**src/rtl/lps_pkg.sv**
```systemverilog
/*
 * Shared constants and carrier types for the panel power save sequencer.
 * Assumes a single 25 MHz system clock domain and a host front end that
 * has already decoded bus cycles into register and command strobes.
 */
package lps_pkg;

	// ----------------------------------------------------------------
	// Register map
	// ----------------------------------------------------------------
	localparam logic [15:0] LPS_PWR_SAVE_CTRL_OFS = 16'h0008;
	localparam int LPS_PSE_BIT = 0;         // Power save enable
	localparam int LPS_SLEEPING_BIT = 1;    // Read-only: low-power state reached
	localparam logic [7:0] LPS_PWR_SAVE_CTRL_RST = 8'h00;

	// ----------------------------------------------------------------
	// Sequencing counts
	// ----------------------------------------------------------------
	localparam int LPS_BLANK_FRAMES = 1;    // Whole blank frames before sleep
	localparam logic [1:0] LPS_BLANK_FRAMES_CNT = 2'(LPS_BLANK_FRAMES);

	// Sequencer states
	typedef enum logic [2:0] {
		LPS_RUN = 3'b000,
		LPS_WAIT_FRAME = 3'b001,
		LPS_BLANK = 3'b010,
		LPS_SLEEP = 3'b011,
		LPS_WAKE = 3'b100
	} lps_state_t;

	// Panel interface pin levels
	typedef struct packed {
		logic row_driver_disable;          // Low turns row driver bias off
		logic frame_pulse;
		logic row_shift_clock;
		logic ac_drive_inversion;
		logic line_pulse;
		logic column_enable_chain_clock;
		logic pixel_shift_clock;
		logic [3:0] panel_pixel_data;
		logic crystal_drive_out;
	} lps_panel_t;

	// Host side pins that must float while asleep
	typedef struct packed {
		logic [7:0] host_data_bus;
		logic host_data_oe;
		logic wait_n;
		logic wait_oe;
	} lps_host_pins_t;

	// Parked levels: everything low except row shift clock and crystal drive
	localparam lps_panel_t LPS_PANEL_PARKED = '{
		row_driver_disable: 1'b0,
		frame_pulse: 1'b0,
		row_shift_clock: 1'b1,
		ac_drive_inversion: 1'b0,
		line_pulse: 1'b0,
		column_enable_chain_clock: 1'b0,
		pixel_shift_clock: 1'b0,
		panel_pixel_data: 4'h0,
		crystal_drive_out: 1'b1
	};

	localparam lps_host_pins_t LPS_HOST_RELEASED = '{
		host_data_bus: 8'h00,
		host_data_oe: 1'b0,
		wait_n: 1'b1,
		wait_oe: 1'b0
	};

endpackage : lps_pkg

```
**src/rtl/lps_power_save_ctrl.sv**
```systemverilog
/*
 * Power save sequencer for a graphics panel controller: register bit and
 * indirect command entry, frame-aligned blanking, panel pin parking,
 * host bus release and internal clock halt.
 * Assumes register/command strobes, panel timing and host pin drives all
 * come from logic on clk_sys; frame_start pulses once per frame while the
 * panel timing runs.
 */
`timescale 1ns/100ps
`default_nettype none

module lps_power_save_ctrl #(
	parameter logic [7:0] CMD_SLEEP = 8'h53,    // Sleep command code
	parameter logic [7:0] CMD_SYS_SETUP = 8'h40 // System setup command code
) (
	input wire logic clk_sys,
	input wire logic rst,
	input wire logic reg_wr,
	input wire logic reg_rd,
	input wire logic [15:0] reg_addr,
	input wire logic [7:0] reg_wdata,
	output logic [7:0] reg_rdata,
	input wire logic cmd_valid,
	input wire logic [7:0] cmd_byte,
	input wire logic display_on,
	input wire logic frame_start,
	input wire lps_pkg::lps_panel_t panel_in,
	input wire lps_pkg::lps_host_pins_t host_in,
	output lps_pkg::lps_panel_t panel_out,
	output lps_pkg::lps_host_pins_t host_out,
	output logic clocks_halted,
	output logic mem_ctrl_hold,
	output logic sleeping
);

	// ----------------------------------------------------------------
	// Register access and command decode
	// ----------------------------------------------------------------
	logic pse;
	logic next_pse;
	logic [7:0] next_reg_rdata;
	logic ctrl_wr;
	logic sleep_cmd;
	logic setup_cmd;

	assign ctrl_wr = reg_wr && (reg_addr == lps_pkg::LPS_PWR_SAVE_CTRL_OFS);
	assign sleep_cmd = cmd_valid && (cmd_byte == CMD_SLEEP);
	assign setup_cmd = cmd_valid && (cmd_byte == CMD_SYS_SETUP);

	// Enable bit; command strobes win over a same-cycle register write
	always_comb begin
		next_pse = pse;
		if (ctrl_wr) begin
			next_pse = reg_wdata[lps_pkg::LPS_PSE_BIT];
		end
		if (setup_cmd) begin
			next_pse = 1'b0;
		end
		if (sleep_cmd) begin
			next_pse = 1'b1;
		end
	end

	// Readback; unused bits read zero
	always_comb begin
		next_reg_rdata = reg_rdata;
		if (reg_rd) begin
			next_reg_rdata = 8'h00;
			if (reg_addr == lps_pkg::LPS_PWR_SAVE_CTRL_OFS) begin
				next_reg_rdata[lps_pkg::LPS_PSE_BIT] = pse;
				next_reg_rdata[lps_pkg::LPS_SLEEPING_BIT] = sleeping;
			end
		end
	end

	always_ff @(posedge clk_sys or posedge rst) begin
		if (rst) begin
			pse <= lps_pkg::LPS_PWR_SAVE_CTRL_RST[lps_pkg::LPS_PSE_BIT];
			reg_rdata <= 8'h00;
		end else begin
			pse <= next_pse;
			reg_rdata <= next_reg_rdata;
		end
	end

	// ----------------------------------------------------------------
	// Entry and exit sequencer
	// ----------------------------------------------------------------
	lps_pkg::lps_state_t state;
	lps_pkg::lps_state_t next_state;
	logic [1:0] frame_cnt;
	logic [1:0] next_frame_cnt;

	// A mid-frame request waits under one frame for the boundary, then
	// blanks one whole frame, so the disable line falls in 1..2 frames.
	always_comb begin
		next_state = state;
		next_frame_cnt = frame_cnt;
		case (state)
			lps_pkg::LPS_RUN: begin
				// boundary seen now
				// A boundary in the first enabled cycle must not be lost, or the
				// disable line would fall a cycle past the two-frame limit.
				if (pse && frame_start) begin
					next_state = lps_pkg::LPS_BLANK;
					next_frame_cnt = 2'd0;
				end else if (pse) begin
					next_state = lps_pkg::LPS_WAIT_FRAME;
				end
			end
			lps_pkg::LPS_WAIT_FRAME: begin
				if (!pse) begin
					next_state = lps_pkg::LPS_RUN;
				end else if (frame_start) begin
					next_state = lps_pkg::LPS_BLANK;
					next_frame_cnt = 2'd0;
				end
			end
			lps_pkg::LPS_BLANK: begin
				if (!pse) begin
					next_state = lps_pkg::LPS_RUN;
				end else if (frame_start) begin
					if (frame_cnt + 2'd1 >= lps_pkg::LPS_BLANK_FRAMES_CNT) begin
						next_state = lps_pkg::LPS_SLEEP;
					end else begin
						next_frame_cnt = frame_cnt + 2'd1;
					end
				end
			end
			lps_pkg::LPS_SLEEP: begin
				if (!pse) begin
					next_state = lps_pkg::LPS_WAKE;
				end
			end
			lps_pkg::LPS_WAKE: begin
				// One cycle here before re-arming; clocks and panel drive both resumed on entering WAKE
				next_state = pse ? lps_pkg::LPS_WAIT_FRAME : lps_pkg::LPS_RUN;
			end
			default: begin
				next_state = lps_pkg::LPS_RUN;
			end
		endcase
	end

	always_ff @(posedge clk_sys or posedge rst) begin
		if (rst) begin
			state <= lps_pkg::LPS_RUN;
			frame_cnt <= 2'd0;
		end else begin
			state <= next_state;
			frame_cnt <= next_frame_cnt;
		end
	end

	// ----------------------------------------------------------------
	// Pin steering
	// ----------------------------------------------------------------
	lps_pkg::lps_panel_t next_panel_out;
	lps_pkg::lps_host_pins_t next_host_out;
	logic next_clocks_halted;
	logic next_mem_ctrl_hold;
	logic next_sleeping;
	logic asleep;

	assign asleep = (next_state == lps_pkg::LPS_SLEEP);

	// Outputs follow next_state so pins and halt change together
	always_comb begin
		next_panel_out = panel_in;
		next_host_out = host_in;
		if (next_state == lps_pkg::LPS_BLANK) begin
			next_panel_out.panel_pixel_data = 4'h0;
		end
		if (asleep || !display_on) begin
			next_panel_out = lps_pkg::LPS_PANEL_PARKED;
			next_host_out = lps_pkg::LPS_HOST_RELEASED;
		end
		next_clocks_halted = asleep;
		next_mem_ctrl_hold = asleep;
		next_sleeping = asleep;
	end

	// Registers elsewhere are kept by the clock halt, not by reset
	always_ff @(posedge clk_sys or posedge rst) begin
		if (rst) begin
			panel_out <= lps_pkg::LPS_PANEL_PARKED;
			host_out <= lps_pkg::LPS_HOST_RELEASED;
			clocks_halted <= 1'b0;
			mem_ctrl_hold <= 1'b0;
			sleeping <= 1'b0;
		end else begin
			panel_out <= next_panel_out;
			host_out <= next_host_out;
			clocks_halted <= next_clocks_halted;
			mem_ctrl_hold <= next_mem_ctrl_hold;
			sleeping <= next_sleeping;
		end
	end

endmodule : lps_power_save_ctrl

`default_nettype wire

```
**config.mk**
```make
export PLATFORM = sky130hd
export DESIGN_NAME = lps_power_save_ctrl
export DESIGN_NICKNAME = d
export VERILOG_FILES = /design/src/rtl/lps_pkg.sv /design/src/rtl/lps_power_save_ctrl.sv
export SDC_FILE = /design/constraint.sdc
export NUM_CORES = 1
export LEC_CHECK = 0
export ABC_AREA = 1
export BUFFER_PORTS_ARGS = -buffer_cell sky130_fd_sc_hd__buf_4
export CORE_AREA = 2 2 61 63
export CTS_BUF_LIST = sky130_fd_sc_hd__clkbuf_4
export CTS_CLUSTER_DIAMETER = 30
export DETAILED_ROUTE_END_ITERATION = 12
export DIE_AREA = 0 0 63 65
export GPL_ROUTABILITY_DRIVEN = 1
export PLACE_DENSITY = 0.82
export SYNTH_ARGS = -nofsm -noshare
export SYNTH_HDL_FRONTEND = slang
export SYNTH_SLANG_ARGS = --single-unit
```
**constraint.sdc**
```tcl
create_clock -name clk_sys -period 1.7 [get_ports clk_sys]
set_clock_uncertainty 0.05 [all_clocks]
set_input_delay 0 -clock clk_sys [delete_from_list [all_inputs] [get_ports clk_sys]]
set_output_delay 0 -clock clk_sys [all_outputs]
set_load 0.02 [all_outputs]
```
==> results.py, run 1 <==
metrics = {
    "critical_path": {
        "crit_type": "primary input to flip-flop",
        "worst_setup_path_start_kind": "primary input",
        "critPathSlowestCell": "dlygate4sd3_1",
        "cp.required_ns": 1.93,
        "worstPathCellList": "dlygate4sd3_1 > buf_4 > nor2_1 > nand2_1 > nor2_2 > nand3_1 > inv_1 > nand2_1 > dlygate4sd3_1 > nand3_1",
        "path_delay_family": "buffers and inverters",
        "end_kind": "flip-flop",
        "path_max_fanout": 2,
        "cp.arrival_ns": 1.78,
        "slowest_delay_ns": 0.56,
        "path_buf_inv": 4,
    },
    "cells_and_area": {
        "area_growth_pct": 77.26,
        "drive_gt1_share_pct": 34.02,
        "layout_common_cells": "buf_4, nor2_1, dlygate4sd3_1, inv_1, dfrtp_1",
        "fin_util_pct": 72.26,
        "layout_commonest_cell": "buf_4",
        "fillers": 278,
        "diodes": 0,
        "fin_nets": 353,
    },
    "yosys": {
        "yosysWarnings": 0,
        "seq_area_frac_synth_pct": 56.45,
        "yosysUniqueCellTypes": 20,
        "syn_area_um2": 1425,
        "ys_seq_elements": 32,
        "netlist_instances": 165,
        "syn_avg_cell_area_um2": 8.637,
    },
    "floorplan": {
        "core_area_um2": 3496,
        "die-area_um2": 4095,
        "start_util_pct": 40.77,
        "chipHeight_um": 65,
        "rows": 22,
        "ios": 96,
        "die_x_um": 63,
    },
    "grt": {
        "antenna_found_initial": 0,
        "grt_usage_pct": 20.05,
        "grt_overflow_total": 0,
        "grt_pass1_wl_mm": 6.237,
        "grt_max_degree": 33,
        "first_global_vias": 1467,
    },
    "clock_network": {
        "cts_max_level": 2,
        "insertion_delay_ns": 0.33,
        "cts_sinks": 32,
        "cts-root-buf": "clkbuf_4",
        "cts_made_buffers": 5,
        "clockBufferDepth": 2,
        "cts.clk_slew.worst_paths_ns": 0.10,
        "cts_tree": "built",
    },
    "drt": {
        "drtAntennaViolNets": 0,
        "wl_per_cell_um": 10.61,
        "vias_per_cell": 4.189,
        "drc": 0,
        "dr.pass1.iters": 4,
        "drt-initial-drc-count": 30,
        "vias": 1420,
        "totalWireLength_mm": 3.598,
    },
    "outcome": {
        "status": "finished, final reports clean",
    },
    "timing": {
        "grt_setup_unrepaired": "false",
        "drv_slew": 0,
        "fin_crit_ns": 1.550,
        "fmax_ghz": 0.6453,
        "setup_tns_ns": 0,
        "finalCritPeriodShare_pct": 91.16,
        "setup_viol": 0,
        "hold_viol_final": 0,
    },
    "flow_run": {
        "drv_cap": 0,
    },
    "place": {
        "routabilityCongestion": 0.6969,
        "port-buffer-count": 82,
        "hpwl_mm": 2.222,
    },
    "min_path": {
        "hp-class": "primary input to flip-flop",
    },
    "pwr": {
        "ir_worst_vdd_uv": 613.6,
        "p_per_area_nw_per_um2": 937.3,
        "cellLeakagePower_nw": 1.399,
    },
}
## synthesized netlist by cell type, drive strengths merged
cell / instances / area [um^2]
o22ai: 2 / 12.51
buf: 10 / 76.32
nand4: 1 / 6.260
nor3: 1 / 16.27
nor2: 45 / 168.9
inv: 32 / 120.1
dfstp: 3 / 78.83
nand3b: 4 / 30.03
o21ai: 3 / 15.01
conb: 1 / 3.750
nand2: 25 / 101.4
ha: 1 / 12.51
dfrtp: 29 / 725.7
nand3: 8 / 57.56
## worst register-to-register path, cell delays in order (launching register included)
cell     delay, ns
dfrtp_1       0.41
ha_1          0.23
nor2_1        0.10
nand3_1       0.08
nand3_2       0.12
nand3_4       0.10
nand2_4       0.18
nor2_1        0.09
## per-stage QoR
step / hold slack (ns) / power, mW / cells / cell area, um^2 / worst slack, ns
after detailed placement: 0.06003 / 1.758 / 292 / 2058 / 0.2579
final: 0.07843 / 2.368 / 339 / 2526 / 0.1503
after global routing: 0.1257 / 2.520 / 339 / 2526 / 0.05505
after global placement: 0.05641 / 1.744 / 292 / 2058 / 0.2737
after floorplan: 0.04898 / 1.461 / 170 / 1444 / 0.3274
after CTS: 0.04590 / 2.377 / 339 / 2524 / 0.1869
## cells by family (layout without fill, tap and decap cells)
| family | Yosys count | count (layout) | synth area share [%] |
|---|---|---|---|
| buf+inv | 42 | 163 | 13.78 |
| fa+ha+maj | 1 | 1 | 0.8778 |
| simple gates | 84 | 84 | 26.69 |
| compound gates | 5 | 5 | 1.931 |
| flops | 32 | 32 | 56.45 |
| other cells | 1 | 6 | 0.2631 |
## sequential cells by signal (all words and copies together), names as in the netlist
| register | cells |
|---|---|
| host_out | 11 |
| frame_cnt | 2 |
| sleeping | 1 |
| panel_out | 12 |
| reg_rdata | 2 |
| pse | 1 |
| state | 3 |
## timing repair
action                                  4_1_cts  5_1_grt
hold buffers                                 39        0
setup buffers                                 0        0
endpoints found under the setup margin        0        1
gates resized for setup                       0        1
endpoints found under the hold margin        59        0
## final timing paths
kind / depth (start not counted) / to / start / slack, ns
min reg2reg: 1 / state[2] / pse / 0.45
min in group asynchronous: 4 / host_out[8] / rst / 0.24
min: 7 / pse / cmd_byte[4] / 0.08
max in group asynchronous: 4 / host_out[1] / rst / 1.03
max reg2reg: 7 / host_out[5] / frame_cnt[0] / 0.23
max: 10 / pse / reg_addr[8] / 0.15
## area by class of cell
class	instances	area (um^2)	area share, %
clock buffers	5	37.54	1.486
inverters	32	120.1	4.755
clock inverters	3	37.54	1.486
well taps	48	60.06	2.377
multi-input cells	96	445.4	17.63
flip-flops and latches	32	804.5	31.85
repair buffers	123	1021	40.42
## power breakdown
part / leakage (nW) / switching, mW / internal, mW
clock: 0.0403 / 0.259 / 0.300
combinational: 0.944 / 0.466 / 0.388
sequential: 0.415 / 0.0686 / 0.886
total: 1.40 / 0.794 / 1.57
## routing by layer
layer / up-vias / GRT usage, % / wire length [um] / part of all wire, %
li1: 723 / - / - / -
met1: 646 / 20.61 / 1310 / 36
met2: 42 / 37.63 / 2026 / 56
met3: 9 / 6.076 / 179 / 5.0
met4: 0 / 8.333 / 81 / 2.3
met5: - / 0 / 0 / 0
Note: power is estimated with default switching activity, not from simulation.
==> inputs of run 2 (changes only) <==
- ABC_AREA: 1 -> not set
- CORE_AREA: 2 2 61 63 -> 2 2 60 62
- DIE_AREA: 0 0 63 65 -> 0 0 62 64
- PLACE_DENSITY: 0.82 -> 0.81
==> results.py, run 2 <==
metrics = {
    "grt": {
        "grt_overflow_total": 0,
        "antenna_found_initial": 0,
        "grt_max_degree": 33,
        "grt_pass1_wl_mm": 5.968,
        "first_global_vias": 1345,
        "grt_usage_pct": 20.75,
    },
    "critical_path": {
        "rrSetupSlack_ns": 0.14,
        "path_delay_family": "buffers and inverters",
        "r2r-end": "frame_cnt[0]",
        "cp.arrival_ns": 1.76,
        "slowest_delay_ns": 0.62,
        "worstPathCellList": "dlygate4sd3_1 > buf_4 > nor4_2 > nand4_1 > dlygate4sd3_1 > o22ai_1",
        "cp.required_ns": 1.90,
        "path_buf_inv": 3,
        "crit_path_frequent_cell": "dlygate4sd3_1",
        "critPathSlowestCell": "dlygate4sd3_1",
        "reg2reg_depth": 3,
        "end_kind": "flip-flop",
        "r2r-start": "state[2]",
        "path_max_fanout": 4,
        "crit_type": "primary input to flip-flop",
        "worst_setup_path_start_kind": "primary input",
        "cp_num_cells": 6,
    },
    "pwr": {
        "p_per_area_nw_per_um2": 731.7,
        "cellLeakagePower_nw": 1.174,
        "power_mw": 1.726,
        "ir_worst_vdd_uv": 610.7,
    },
    "timing": {
        "setup_viol": 0,
        "fin_crit_ns": 1.560,
        "hold_ws_ns": 0.06078,
        "drv_slew": 0,
        "fmax_ghz": 0.6411,
        "finalCritPeriodShare_pct": 91.76,
        "setup_tns_ns": 0,
        "grt_setup_unrepaired": "false",
        "fin_ws_ns": 0.1401,
        "hold_viol_final": 0,
    },
    "clock_network": {
        "clockBufferDepth": 2,
        "cts-root-buf": "clkbuf_4",
        "cts_made_buffers": 5,
        "cts_max_level": 2,
        "cts.clk_slew.worst_paths_ns": 0.10,
        "insertion_delay_ns": 0.32,
        "cts_sinks": 32,
        "cts_tree": "built",
    },
    "cells_and_area": {
        "fillers": 233,
        "largest_register": "panel_out",
        "largest_reg_flops": 12,
        "seqCellArea_um2": 804.5,
        "drive_gt1_share_pct": 43.91,
        "layout_common_cells": "buf_4, dlygate4sd3_1, dfrtp_1, and2_1, inv_1",
        "final_area_um2": 2359,
        "area_growth_pct": 79.87,
        "layout_commonest_cell": "buf_4",
        "stdcell_count": 276,
        "diodes": 0,
        "top_regs": "panel_out x12, host_out x11, state x3",
        "multi_input_area_um2": 436.7,
        "fin_util_pct": 71.81,
        "fin_nets": 292,
    },
    "yosys": {
        "seq_area_frac_synth_pct": 61.35,
        "ys_seq_elements": 32,
        "yosysUniqueCellTypes": 31,
        "syn_area_um2": 1311,
        "yosysWarnings": 0,
        "yosysTopAreaCellShare_pct": 55.34,
        "synth_common_cells": "dfrtp_1, and2_1, buf_4",
        "netlist_instances": 110,
        "synth.most_common_cell": "dfrtp_1",
        "syn_avg_cell_area_um2": 11.92,
        "synth_edf_count": 0,
        "synth-async-reset-ratio_pct": 100.0,
        "synthFlopType": "dfrtp_1",
        "synth_top_cell_by_area": "dfrtp_1",
        "synthTopCellsByArea": "dfrtp_1, and2_1, dfstp_2",
    },
    "place": {
        "dp_worst_setup_slack_ns": 0.07339,
        "placed_area_um2": 1947,
        "routabilityCongestion": 0.6880,
        "hpwl_mm": 2.353,
        "place_inst": 235,
        "port-buffer-count": 82,
    },
    "floorplan": {
        "rows": 21,
        "core_area_um2": 3284,
        "die-area_um2": 3968,
        "start_util_pct": 39.92,
        "chipHeight_um": 64,
        "ios": 96,
        "die_x_um": 62,
    },
    "min_path": {
        "hp-class": "primary input to flip-flop",
        "holdPathEnd": "pse",
        "hold_depth": 4,
        "hold_start": "cmd_valid",
    },
    "drt": {
        "totalWireLength_mm": 3.737,
        "vias_per_cell": 4.395,
        "drc": 0,
        "vias": 1213,
        "wl_per_cell_um": 13.54,
        "drtAntennaViolNets": 0,
        "dr.pass1.iters": 5,
        "drt-initial-drc-count": 59,
    },
    "flow_run": {
        "drv_cap": 0,
    },
    "outcome": {
        "status": "finished, final reports clean",
    },
}
## run 2: changes by cell type after synthesis, moves of 2 or more
cell and delta:
nand4_1 +2, nand2_1 -21, nor4_2 +3, nand3b_1 -4, and2_1 +20, nor2_1 -41, nor2b_1 +2, nand3_1 -4
nand2b_1 +5, inv_1 -24
## run 2: routing by layer
metal  GRT usage, %  share of wire (%)
met1          20.47                 35
met2          37.89                 58
met3          7.085                4.7
met4          7.713                2.5
met5              0                  0
## run 2: worst max path at each step
stage / from / to / slack (ns)
final: reg_addr[14] / reg_rdata[1] / 0.14
after global routing: state[2] / frame_cnt[0] / 0.0008
after CTS: frame_cnt[0] / panel_out[5] / 0.02
after detailed placement: frame_cnt[0] / panel_out[6] / 0.07
after global placement: frame_cnt[0] / host_out[6] / 0.14
after floorplan: frame_cnt[0] / host_out[4] / 0.19
## run 2: repair_timing
action                                  CTS  global route
resized for setup                         0             1
hold endpoints to repair                 58             0
hold buffers                             33             0
buffers inserted                          0             0
endpoints found under the setup margin    0            16
## run 2: layout make-up
| type | instances | share of cell area (%) |
|---|---|---|
| clock buffers | 6 | 1.910 |
| inverters | 7 | 1.114 |
| multi-input cells | 67 | 18.51 |
| well taps | 46 | 2.440 |
| clock inverters | 2 | 1.485 |
| flip-flops and latches | 32 | 34.11 |
| repair buffers | 116 | 40.42 |
## run 2: worst min-delay path, cell delays in order
cell,delay (ns)
buf_4,0.11
nand4_1,0.10
o211ai_1,0.10
nand3_1,0.08
## run 2: report_power, final
part	leakage [nW]	total [mW]	switching (mW)	internal [mW]
logic	0.715	0.329	0.139	0.190
clock network	0.0456	0.575	0.250	0.324
registers	0.414	0.822	0.0198	0.802
## run 2: kinds of logic after synthesis
kind of cell / after synthesis / share of synthesized area, %
DFF: 32 / 61.36
buffers and inverters: 16 / 6.871
adders and majority gates: 1 / 0.9540
muxes: 1 / 0.8587
other: 1 / 0.2860
and+or+nand+nor: 50 / 25.19
AOI/OAI and AO/OA: 9 / 4.485
